### config.mk
export PLATFORM = sky130hd
export DESIGN_NAME = rx_desc_engine
export DESIGN_NICKNAME = d
export VERILOG_FILES = /design/src/logic/rxdesc_pkg.sv /design/src/logic/rx_desc_engine.sv
export SDC_FILE = /design/constraint.sdc
export NUM_CORES = 2
export LEC_CHECK = 0
export BUFFER_PORTS_ARGS = -buffer_cell sky130_fd_sc_hd__buf_2
export CAP_MARGIN = 20
export CORE_ASPECT_RATIO = 0.7
export CORE_MARGIN = 4
export CORE_UTILIZATION = 62
export DETAILED_ROUTE_END_ITERATION = 10
export PLACE_DENSITY = 0.82
export SETUP_SLACK_MARGIN = 0.15
export SYNTH_ARGS = -nofsm -noshare
export SYNTH_HDL_FRONTEND = slang
export SYNTH_SLANG_ARGS = --single-unit
### constraint.sdc
create_clock -name core_clk -period 18.48 [get_ports core_clk]
set_input_delay 3.696 -clock core_clk [delete_from_list [all_inputs] [get_ports core_clk]]
set_output_delay 3.696 -clock core_clk [all_outputs]
set_load 0.01 [all_outputs]
### src/logic/rxdesc_pkg.sv
package rxdesc_pkg;

  // ----------------------------------------------------------------------
  // Register offsets (APB byte addresses)
  // ----------------------------------------------------------------------
  localparam logic [7:0] MODE_OFS = 8'h00;
  localparam logic [7:0] LIST_OFS = 8'h04;
  localparam logic [7:0] SYSB_OFS = 8'h08;
  localparam logic [7:0] STAT_OFS = 8'h0C;

  // ----------------------------------------------------------------------
  // Operating mode and status register bits
  // ----------------------------------------------------------------------
  localparam int MODE_START = 1;
  localparam int MODE_RUNT = 3;
  localparam int MODE_NOCHAIN = 7;
  localparam int MODE_DT = 8;
  localparam int STATB_WD = 5;

  // ----------------------------------------------------------------------
  // Receive status word fields
  // ----------------------------------------------------------------------
  localparam int ST_OVF = 0;
  localparam int ST_CRC = 1;
  localparam int ST_DRIB = 2;
  localparam int ST_TN = 3;
  localparam int ST_FT = 5;
  localparam int ST_CS = 6;
  localparam int ST_TL = 7;
  localparam int ST_LS = 8;
  localparam int ST_FS = 9;
  localparam int ST_BO = 10;
  localparam int ST_RF = 11;
  localparam int ST_DT = 12;
  localparam int ST_LE = 14;
  localparam int ST_ES = 15;
  localparam int ST_FL = 16;
  localparam int ST_OW = 31;

  // ----------------------------------------------------------------------
  // Control, size/offset and page table entry fields
  // ----------------------------------------------------------------------
  localparam int CTL_VT = 29;
  localparam int CTL_VA = 30;
  localparam int CTL_CA = 31;
  localparam int PO_MSB = 8;
  localparam int BS_LSB = 16;
  localparam int BS_MSB = 30;
  localparam int PTE_VALID = 31;
  localparam int PFN_MSB = 22;

  // ----------------------------------------------------------------------
  // Counts and limits
  // ----------------------------------------------------------------------
  localparam logic [31:0] DESC_STRIDE = 32'h0000_0010;
  localparam logic [14:0] MAX_FRAME = 15'h05EE;
  localparam logic [15:0] TYPE_MIN = 16'h05DC;
  localparam logic [14:0] FT_MIN_LEN = 15'h000E;
  localparam logic [2:0] DRIB_MIN = 3'h2;

  typedef enum logic [8:0] {
    S_IDLE = 9'h001,
    S_FETCH = 9'h002,
    S_PTE = 9'h004,
    S_RECV = 9'h008,
    S_WRITE = 9'h010,
    S_FULL = 9'h020,
    S_STAT = 9'h040,
    S_DRAIN = 9'h080,
    S_SPARE = 9'h100
  } state_t;

endpackage

### src/logic/rx_desc_engine.sv
// Our own choices: the register addresses and the APB slave port.
`timescale 1ns/1ns
// Notes on behaviour
// [RQ1] Status bit 0 flags buffer data corrupted by receive FIFO overflow.
// [RQ2] Status bit 1 flags a frame failing its CRC check.
// [RQ3] Status bit 2 set only with more than two dribbling bits.
// [RQ4] CRC covers whole bytes; dribble plus CRC means alignment error.
// [RQ5] Bit 3 flags failed translation of a virtual buffer; reception continues.
// [RQ6] Bit 5 marks Ethernet type frames; meaningless below 14 bytes.
// [RQ7] Bit 6 flags a collision after the first 64 bytes.
// [RQ8] Bit 7 flags frames over 1518 bytes without truncating them.
// [RQ9] Bit 9 marks first segment, bit 8 marks last segment with valid status.
// [RQ10] Bit 10 flags truncation by small buffer, only with chaining disabled.
// [RQ11] Bit 11 flags runts; runts stored only with mode bit 3 set; the code drops only runts that end in their first buffer.
// [RQ12] Bits 13:12 mirror operating mode bits 9:8.
// [RQ13] Bit 14 flags truncation by unowned next descriptor or watchdog.
// [RQ14] Bit 15 is the OR of the error flags.
// [RQ15] Bits 30:16 carry the frame length in bytes.
// [RQ16] Bit 31 ownership; device clears it when done with the descriptor.
// [RQ17] Control bits 30 and 29 select physical, system or physical table entry.
// [RQ18] Chain bit follows word three; self-pointing chain counts host-owned.
// [RQ19] Page offset from word two bits 8:0; buffers word-aligned.
// [RQ20] Never store beyond the buffer size in word two bits 30:16.
// [RQ21] Word three is PTE address, buffer address or next descriptor.
// [RQ22] Flags made meaningless by the completion condition are written zero.
// [RQ23] Only word zero is written back, unused bits as zero.
// [RQ24] Buffer data writes complete before the status write-back.
module rx_desc_engine (
  input wire logic core_clk,
  input wire logic reset,
  input wire logic [7:0] paddr,
  input wire logic psel,
  input wire logic penable,
  input wire logic pwrite,
  input wire logic [31:0] pwdata,
  output logic [31:0] prdata,
  output logic pready,
  output logic pslverr,
  output logic mem_req,
  output logic mem_we,
  output logic [31:0] mem_addr,
  output logic [31:0] mem_wdata,
  output logic [3:0] mem_be,
  input wire logic mem_ack,
  input wire logic [31:0] mem_rdata,
  input wire logic rx_valid,
  output logic rx_ready,
  input wire logic [7:0] rx_data,
  input wire logic rx_last,
  input wire logic rx_crc_bad,
  input wire logic [2:0] rx_dribble_bits,
  input wire logic rx_late_collision,
  input wire logic rx_runt,
  input wire logic rx_fifo_overflow,
  input wire logic rx_watchdog
);

  typedef struct packed {
    rxdesc_pkg::state_t st;
    logic [1:0] widx;
    logic [31:0] cur;
    logic [31:0] stat_at;
    logic own;
    logic [2:0] ctl;
    logic [14:0] bsize;
    logic [8:0] po;
    logic [31:0] adw;
    logic [31:0] baddr;
    logic [14:0] bcnt;
    logic [14:0] flen;
    logic [15:0] ltype;
    logic [31:0] word;
    logic [3:0] be;
    logic first;
    logic done;
    logic drop;
    logic e_ov;
    logic e_ce;
    logic e_cs;
    logic e_rf;
    logic e_wd;
    logic [2:0] e_db;
    logic le;
    logic bo;
    logic tn;
    logic start;
    logic pass_runt;
    logic nochain;
    logic [1:0] dt;
    logic [31:0] sysb;
    logic wd_st;
    logic [15:0] miss;
    logic pready;
    logic [31:0] prdata;
    logic pslverr;
    logic mreq;
    logic mwe;
    logic [31:0] maddr;
    logic [31:0] mwdata;
    logic [3:0] mbe;
    logic rdy;
  } regs_t;

  localparam int VT_I = rxdesc_pkg::CTL_VT - rxdesc_pkg::CTL_VT;
  localparam int VA_I = rxdesc_pkg::CTL_VA - rxdesc_pkg::CTL_VT;
  localparam int CA_I = rxdesc_pkg::CTL_CA - rxdesc_pkg::CTL_VT;
  localparam int PTE_VALID_I = rxdesc_pkg::PTE_VALID;

  regs_t r;
  regs_t n;
  logic go_buf;
  logic go_stat;
  logic ack;
  logic acc;
  logic stat_wr;

  // ----------------------------------------------------------------------
  // Helpers
  // ----------------------------------------------------------------------
  function automatic logic [31:0] mode_word(input regs_t s);
    logic [31:0] w;
    w = 32'h0;
    w[rxdesc_pkg::MODE_START] = s.start;
    w[rxdesc_pkg::MODE_RUNT] = s.pass_runt;
    w[rxdesc_pkg::MODE_NOCHAIN] = s.nochain;
    w[rxdesc_pkg::MODE_DT +: 2] = s.dt;
    return w;
  endfunction

  // Ownership always returns to the host; unused bits stay zero
  function automatic logic [31:0] status_word(input regs_t s);
    logic [31:0] w;
    logic bad_dc;
    w = 32'h0;
    bad_dc = 1'b0;
    w[rxdesc_pkg::ST_FS] = s.first; // RQ9
    w[rxdesc_pkg::ST_DT +: 2] = s.dt; // RQ12
    if (s.done) begin
      // Conditions that make dribble and CRC meaningless
      bad_dc = s.e_ov | s.e_cs | s.e_rf | s.e_wd; // RQ22
      w[rxdesc_pkg::ST_LS] = 1'b1; // RQ9
      w[rxdesc_pkg::ST_OVF] = s.e_ov; // RQ1
      w[rxdesc_pkg::ST_CRC] = s.e_ce & ~bad_dc; // RQ2 RQ4
      w[rxdesc_pkg::ST_DRIB] = (s.e_db > rxdesc_pkg::DRIB_MIN) & ~bad_dc; // RQ3 RQ4
      w[rxdesc_pkg::ST_TN] = s.tn; // RQ5
      w[rxdesc_pkg::ST_FT] = (s.ltype > rxdesc_pkg::TYPE_MIN) &&
                             (s.flen >= rxdesc_pkg::FT_MIN_LEN); // RQ6
      w[rxdesc_pkg::ST_CS] = s.e_cs & ~s.e_ov & ~s.e_wd; // RQ7
      w[rxdesc_pkg::ST_TL] = s.flen > rxdesc_pkg::MAX_FRAME; // RQ8
      w[rxdesc_pkg::ST_BO] = s.bo; // RQ10
      w[rxdesc_pkg::ST_RF] = s.e_rf & ~s.e_ov; // RQ11
      w[rxdesc_pkg::ST_LE] = s.le; // RQ13
      w[rxdesc_pkg::ST_ES] = w[rxdesc_pkg::ST_OVF] | w[rxdesc_pkg::ST_CRC] |
                             w[rxdesc_pkg::ST_TN] | w[rxdesc_pkg::ST_CS] |
                             w[rxdesc_pkg::ST_TL] | w[rxdesc_pkg::ST_RF] |
                             w[rxdesc_pkg::ST_LE]; // RQ14
      w[rxdesc_pkg::ST_FL +: 15] = s.flen; // RQ15
    end
    w[rxdesc_pkg::ST_OW] = 1'b0; // RQ16
    return w;
  endfunction

  // ----------------------------------------------------------------------
  // Next state
  // ----------------------------------------------------------------------
  always_comb begin
    n = r;
    go_buf = 1'b0;
    go_stat = 1'b0;
    ack = r.mreq && mem_ack;
    acc = rx_valid && r.rdy;
    // APB: answer prepared in setup, write lands at the access edge
    n.pready = psel && !penable;
    if (psel && !penable) begin
      n.pslverr = 1'b0;
      case (paddr)
        rxdesc_pkg::MODE_OFS: n.prdata = mode_word(r);
        rxdesc_pkg::LIST_OFS: n.prdata = r.cur;
        rxdesc_pkg::SYSB_OFS: n.prdata = r.sysb;
        rxdesc_pkg::STAT_OFS: n.prdata = {r.miss, 10'h000, r.wd_st, 4'h0, r.st != rxdesc_pkg::S_IDLE};
        default: begin
          n.prdata = 32'h0;
          n.pslverr = 1'b1;
        end
      endcase
    end
    if (psel && penable && r.pready && pwrite) begin
      case (paddr)
        rxdesc_pkg::MODE_OFS: begin
          n.start = pwdata[rxdesc_pkg::MODE_START];
          n.pass_runt = pwdata[rxdesc_pkg::MODE_RUNT];
          n.nochain = pwdata[rxdesc_pkg::MODE_NOCHAIN];
          n.dt = pwdata[rxdesc_pkg::MODE_DT +: 2];
        end
        // Moving the list pointer mid-frame would orphan a descriptor
        rxdesc_pkg::LIST_OFS: if (r.st == rxdesc_pkg::S_IDLE) n.cur = pwdata;
        rxdesc_pkg::SYSB_OFS: n.sysb = pwdata;
        rxdesc_pkg::STAT_OFS: if (pwdata[rxdesc_pkg::STATB_WD]) n.wd_st = 1'b0;
        default: ;
      endcase
    end
    if (ack) n.mreq = 1'b0;

    unique case (r.st)
      rxdesc_pkg::S_IDLE: begin
        if (r.start && rx_valid) begin
          n.first = 1'b1;
          n.done = 1'b0;
          n.drop = 1'b0;
          n.flen = 15'h0000;
          n.ltype = 16'h0000;
          n.bcnt = 15'h0000;
          // End status of the previous frame must not leak into this one
          {n.e_ov, n.e_ce, n.e_cs, n.e_rf, n.e_wd} = 5'h00;
          n.e_db = 3'h0;
          {n.le, n.bo, n.tn} = 3'h0;
          n.mreq = 1'b1;
          n.mwe = 1'b0;
          n.maddr = r.cur;
          n.widx = 2'h0;
          n.st = rxdesc_pkg::S_FETCH;
        end
      end
      rxdesc_pkg::S_FETCH: begin
        if (ack) begin
          unique case (r.widx)
            2'h0: n.own = mem_rdata[rxdesc_pkg::ST_OW];
            2'h1: n.ctl = mem_rdata[rxdesc_pkg::CTL_CA:rxdesc_pkg::CTL_VT];
            2'h2: begin
              n.bsize = mem_rdata[rxdesc_pkg::BS_MSB:rxdesc_pkg::BS_LSB];
              n.po = mem_rdata[rxdesc_pkg::PO_MSB:0]; // RQ19
            end
            2'h3: n.adw = mem_rdata; // RQ21
          endcase
          if (r.widx != 2'h3) begin
            n.widx = r.widx + 2'h1;
            n.mreq = 1'b1;
            n.maddr = r.cur + {28'h0000000, n.widx, 2'h0};
          end else if (r.own && !(r.ctl[CA_I] && mem_rdata == r.cur)) begin // RQ18
            if (r.ctl[CA_I]) begin
              // Chain descriptor: its word zero is left untouched
              n.cur = mem_rdata; // RQ18
              n.widx = 2'h0;
              n.mreq = 1'b1;
              n.maddr = mem_rdata;
            end else if (!r.first || r.bcnt != 15'h0000) begin
              go_stat = 1'b1; // Close the previous segment first
            end else begin
              go_buf = 1'b1;
            end
          end else if (r.first && r.flen == 15'h0000) begin
            n.miss = r.miss + 16'h0001;
            n.st = rxdesc_pkg::S_DRAIN;
          end else begin
            n.le = 1'b1; // RQ13
            n.done = 1'b1;
            n.drop = 1'b1;
            go_stat = 1'b1;
          end
        end
      end
      rxdesc_pkg::S_PTE: begin
        if (ack) begin
          if (mem_rdata[PTE_VALID_I]) begin
            n.baddr = {mem_rdata[rxdesc_pkg::PFN_MSB:0], r.po}; // RQ19
            n.st = (r.bsize == 15'h0000) ? rxdesc_pkg::S_FULL : rxdesc_pkg::S_RECV;
          end else begin
            // Rest of this frame is dropped; the next frame gets a new descriptor
            n.tn = 1'b1; // RQ5
            n.done = 1'b1;
            n.drop = 1'b1;
            go_stat = 1'b1;
          end
        end
      end
      rxdesc_pkg::S_RECV: begin
        if (acc) begin
          n.word[{r.bcnt[1:0], 3'h0} +: 8] = rx_data;
          n.be[r.bcnt[1:0]] = 1'b1;
          n.bcnt = r.bcnt + 15'h0001;
          n.flen = r.flen + 15'h0001;
          if (r.flen == 15'h000C) n.ltype[15:8] = rx_data;
          if (r.flen == 15'h000D) n.ltype[7:0] = rx_data;
          if (rx_last) begin
            n.done = 1'b1;
            n.e_ov = rx_fifo_overflow; // RQ1
            n.e_ce = rx_crc_bad; // RQ2
            n.e_db = rx_dribble_bits; // RQ3
            n.e_cs = rx_late_collision; // RQ7
            n.e_rf = rx_runt; // RQ11
            n.e_wd = rx_watchdog;
            n.le = r.le | rx_watchdog; // RQ13
          end
          if (rx_last || r.bcnt[1:0] == 2'h3 || n.bcnt == r.bsize) begin
            n.mreq = 1'b1;
            n.mwe = 1'b1;
            n.maddr = r.baddr + {17'h00000, r.bcnt[14:2], 2'h0}; // RQ20
            n.mwdata = n.word;
            n.mbe = n.be;
            n.st = rxdesc_pkg::S_WRITE;
          end
        end
      end
      rxdesc_pkg::S_WRITE: begin
        if (ack) begin
          n.word = 32'h0;
          n.be = 4'h0;
          if (r.done && r.e_rf && !r.pass_runt && r.first) begin
            n.st = rxdesc_pkg::S_IDLE; // RQ11
          end else if (r.done) begin
            go_stat = 1'b1; // RQ24
          end else begin
            n.st = (r.bcnt == r.bsize) ? rxdesc_pkg::S_FULL : rxdesc_pkg::S_RECV; // RQ20
          end
        end
      end
      rxdesc_pkg::S_FULL: begin
        // Peek without taking: only a further byte proves the frame continues
        if (rx_valid) begin
          if (r.nochain) begin
            n.bo = 1'b1; // RQ10
            n.done = 1'b1;
            n.drop = 1'b1;
            go_stat = 1'b1;
          end else begin
            n.cur = r.cur + rxdesc_pkg::DESC_STRIDE;
            n.widx = 2'h0;
            n.mreq = 1'b1;
            n.mwe = 1'b0;
            n.maddr = n.cur;
            n.st = rxdesc_pkg::S_FETCH;
          end
        end
      end
      rxdesc_pkg::S_STAT: begin
        if (ack) begin
          if (!r.done) begin
            n.first = 1'b0;
            go_buf = 1'b1;
          end else begin
            n.cur = (r.stat_at == r.cur) ? r.cur + rxdesc_pkg::DESC_STRIDE : r.cur;
            n.st = r.drop ? rxdesc_pkg::S_DRAIN : rxdesc_pkg::S_IDLE;
          end
        end
      end
      rxdesc_pkg::S_DRAIN: begin
        if (acc && rx_last) n.st = rxdesc_pkg::S_IDLE;
      end
      default: n.st = rxdesc_pkg::S_IDLE;
    endcase

    if (go_stat) begin
      n.mreq = 1'b1;
      n.mwe = 1'b1;
      n.maddr = n.stat_at; // RQ23
      n.mwdata = status_word(n);
      n.mbe = 4'hF;
      n.st = rxdesc_pkg::S_STAT;
    end
    if (go_buf) begin
      n.stat_at = n.cur;
      n.bcnt = 15'h0000;
      if (n.ctl[VA_I]) begin // RQ17
        n.mreq = 1'b1;
        n.mwe = 1'b0;
        n.maddr = n.ctl[VT_I] ? n.adw : r.sysb + n.adw; // RQ17
        n.st = rxdesc_pkg::S_PTE;
      end else begin
        n.baddr = n.adw; // RQ21
        n.st = (n.bsize == 15'h0000) ? rxdesc_pkg::S_FULL : rxdesc_pkg::S_RECV;
      end
    end
    // Set wins over a simultaneous write-one-to-clear
    if (r.st == rxdesc_pkg::S_RECV && acc && rx_last && rx_watchdog) n.wd_st = 1'b1; // RQ13
    n.rdy = (n.st == rxdesc_pkg::S_RECV) || (n.st == rxdesc_pkg::S_DRAIN);
  end

  always_ff @(posedge core_clk or posedge reset) begin
    if (reset) begin
      r <= '0;
      r.st <= rxdesc_pkg::S_IDLE;
    end else begin
      r <= n;
    end
  end

  assign prdata = r.prdata;
  assign pready = r.pready;
  assign pslverr = r.pslverr;
  assign mem_req = r.mreq;
  assign mem_we = r.mwe;
  assign mem_addr = r.maddr;
  assign mem_wdata = r.mwdata;
  assign mem_be = r.mbe;
  assign rx_ready = r.rdy;
  assign stat_wr = r.st == rxdesc_pkg::S_STAT && r.mreq && mem_ack;
endmodule

==> results.toml <==
[grt]
grt_pass1_wl_mm = 166.1
grt_pass1_vias = 25130
grt_max_degree = 180
grt_overflow_total = 0
grt_usage_pct = 46.52
grt_antenna_before_repair = 6

[logic_synthesis]
netlist_area_um2 = 27230
ys_top_cells_by_count = "dfrtp_1 (421), nand2_1 (339), a21oi_1 (256), nor2_1 (226), o21ai_0 (171)"
ys_warn_count = 0
synth.most_common_cell = "dfrtp_1"
avgSynthCellArea_um2 = 8.834
ys_seq_area_share_pct = 38.79
synth.top_cell.area_share_pct = 38.69
synthFlopType = "dfrtp_1"
ys_types = 94
synth_edf_count = 0
synth.top_cells.by_area = "dfrtp_1 (39%), mux2_2 (4.7%), a21oi_1 (4.7%)"
synth_top_cell_by_area = "dfrtp_1"
synth_cells = 3082
ys_ff_latch = 422
async_reset_ff_share_pct = 100.0
synth_nets = 3244

[clock_network]
clkSinkCount = 422
htreeDepth = 2
root_buffer = "clkbuf_16"
post_cts_buffers = 0
cts-resized-gates = 0
cts_tree = "yes"
postCtsHoldBufs = 0
cts_made_buffers = 43
cts_buffer_depth = 3
clkTransAtPathRegs_ns = 0.07
clk_latency_ns = 0.58

[critical_path]
r2r_start = "r[412]"
crit_path_top_delay_cell = "a211oi_1"
worst-path-buf-inv = 3
crit_family = "compound AO/OA/AOI/OAI gates"
crit_path_cell_trace = "buf_2 -> and2_1 -> nand2_1 -> nor2_4 -> buf_4 -> mux2i_1 -> inv_1 -> ha_1 -> and4_1 -> and4_1 -> o21a_1 -> o21ai_0 -> a211oi_1 -> o21a_1 -> mux2_2 -> a31o_2 -> a211o_1"
slowest_delay_ns = 0.66
crit_fanout = 32
cp-startpoint = "mem_ack"
r2r_cells = 16
cp.arrival_ns = 8.96
crit_type = "input pin to flip-flop"
cp.required_ns = 18.94
end_kind = "flip-flop"
r2r_slack_ns = 12.35
r2r-end = "mem_addr[31]"
startpoint_type = "input pin"

[floorplan]
dieArea_um2 = 47390
initial_core_util_pct = 63.49
num_rows = 63
coreArea_um2 = 42880
io_pins = 201
die_h_um = 183.3
die_w_um = 258.5

[timing]
finalCriticalPeriod_ns = 8.504
finalCritPeriodShare_pct = 46.01
fin_ws_ns = 9.976
setup_viol = 0
drv_slew = 0
slew_headroom_pct = 20.92
finalHoldViolCount = 0
rsz0062_at_grt = "false"
fin_tns_setup_ns = 0
hold_slack_ns = 0.4688
max_freq_mhz = 117.6
fin_worst_skew_ns = 0.02662
worst_slew_pin_slew_ns = 1.186

[pwr]
ir_drop_mv = 0.06986
powerDensity_nw_per_um2 = 65.82
p_total_mw = 1.934
leakage_nw = 14.23

[detailed_routing]
drt_iter0_markers = 4851
viasPerCell = 7.293
vias = 27000
drcViolationCount = 0
drt_wl_total_mm = 114.0
wl_per_cell_um = 30.80
drtAntennaViolNets = 0
firstDrtPassIters = 7

[job]
max_cap_viol_count = 0

[min_path]
hold_path_end = "r[120]"
hold_path_startpoint = "r[120]"
worstHoldPathCells = 1
hold_path.class = "flip-flop to flip-flop"

[layout]
drive_gt1_share_pct = 15.50
syn2layout_area_growth_pct = 7.936
layout.nets = 3247
n_fill_cell = 3471

[status]
status = "finished clean"

[placed_design]
io_buffer_count = 200
place_hpwl_mm = 84.07
place.gp.congestion = 1.077
dp_slack_ns = 9.635
worst reg2reg max path: stages (launching register included):
cell and delay [ns]:
dfrtp_1 0.42, ha_1 0.82, nand2_1 0.31, nor2_4 0.15, buf_4 0.50, mux2i_1 0.33
inv_1 0.11, ha_1 0.37, and4_1 0.32, and4_1 0.33, o21a_1 0.14, o21ai_0 0.31
a211oi_1 0.66, o21a_1 0.35, mux2_2 0.38, a31o_2 0.24, a211o_1 0.29
layer usage:
metal  wire [um]  GRT usage (%)
met5          28              0
met3       19430          18.65
met4        5546          17.86
met2       44700          62.35
met1       44320          67.38
cell usage in the layout, fill, tap and decap left out, types with 14 or more instances in the layout:
master       n
a211oi_1    23
a21o_1      16
a21oi_1    256
a221oi_1    16
a22o_1      24
a22oi_1     52
a311oi_1    26
a31oi_1     27
and2_1      14
and3_1      46
buf_2      201
buf_4       54
clkbuf_16   45
dfrtp_1    421
ha_1        63
inv_1       81
mux2_2     114
mux2i_1     89
nand2_1    338
nand2b_1    17
nand3_1     77
nand4_1     59
nor2_1     221
nor2b_1     34
nor3_1      68
nor4_1      22
o211ai_1    34
o21ai_0    171
o22ai_1     34
o31ai_1     31
o41ai_1     16
xnor2_1    129
xor2_1      51
registers in the layout, summed over array words and instances (netlist names):
register   cells
r            317
rx_ready       1
mem_req        1
mem_we         1
mem_wdata     32
mem_be         4
pready         1
pslverr        1
prdata        32
mem_addr      32
cell type report:
cell class	instances	area [um^2]	share of cell area, %
tap	585	732.0	2.491
antenna	1	2.502	0.008515
inverter	83	319.1	1.086
timing repair buffer	259	1465	4.986
clock inverter	16	150.1	0.5109
clock buffer	60	1252	4.262
multi-input combinational	2276	14910	50.72
sequential	422	10560	35.94
worst max path at each step:
stage / endpoint / slack [ns] / cells after the start
5_1_grt: mem_addr[31] / 9.84 / 17
3_3_place_gp: mem_addr[31] / 9.80 / 17
2_1_floorplan: mem_addr[0] / 3.04 / 1
4_1_cts: mem_addr[31] / 10.19 / 17
6_report: mem_addr[31] / 9.98 / 17
3_5_place_dp: mem_addr[31] / 9.63 / 17
per-stage QoR:
stage,cells,cell area (um^2),utilization (%)
2_1_floorplan,3082,27230,-
5_1_grt,3701,29390,68.53
3_5_place_dp,3621,27940,65.17
3_3_place_gp,3620,27940,65.15
4_1_cts,3697,29350,68.44
6_report,3702,29390,68.53
kinds of logic after synthesis:
family	after synthesis	share of synthesized area, %
buffers and inverters	384	6.778
xor gates and xnor gates	180	5.790
AOI/OAI and AO/OA	843	20.09
other	1	0.01377
muxes	206	8.134
adders and majority gates	66	3.116
DFF	422	38.79
and+or+nand+nor	980	17.29
report_power, final:
group	switching, mW	internal, mW	total, mW
clock network	0.400	0.503	0.903
logic	0.0760	0.0227	0.0988
registers	0.00604	0.927	0.933
total	0.482	1.45	1.93
No activity file was read; power rests on OpenSTA's default activity.
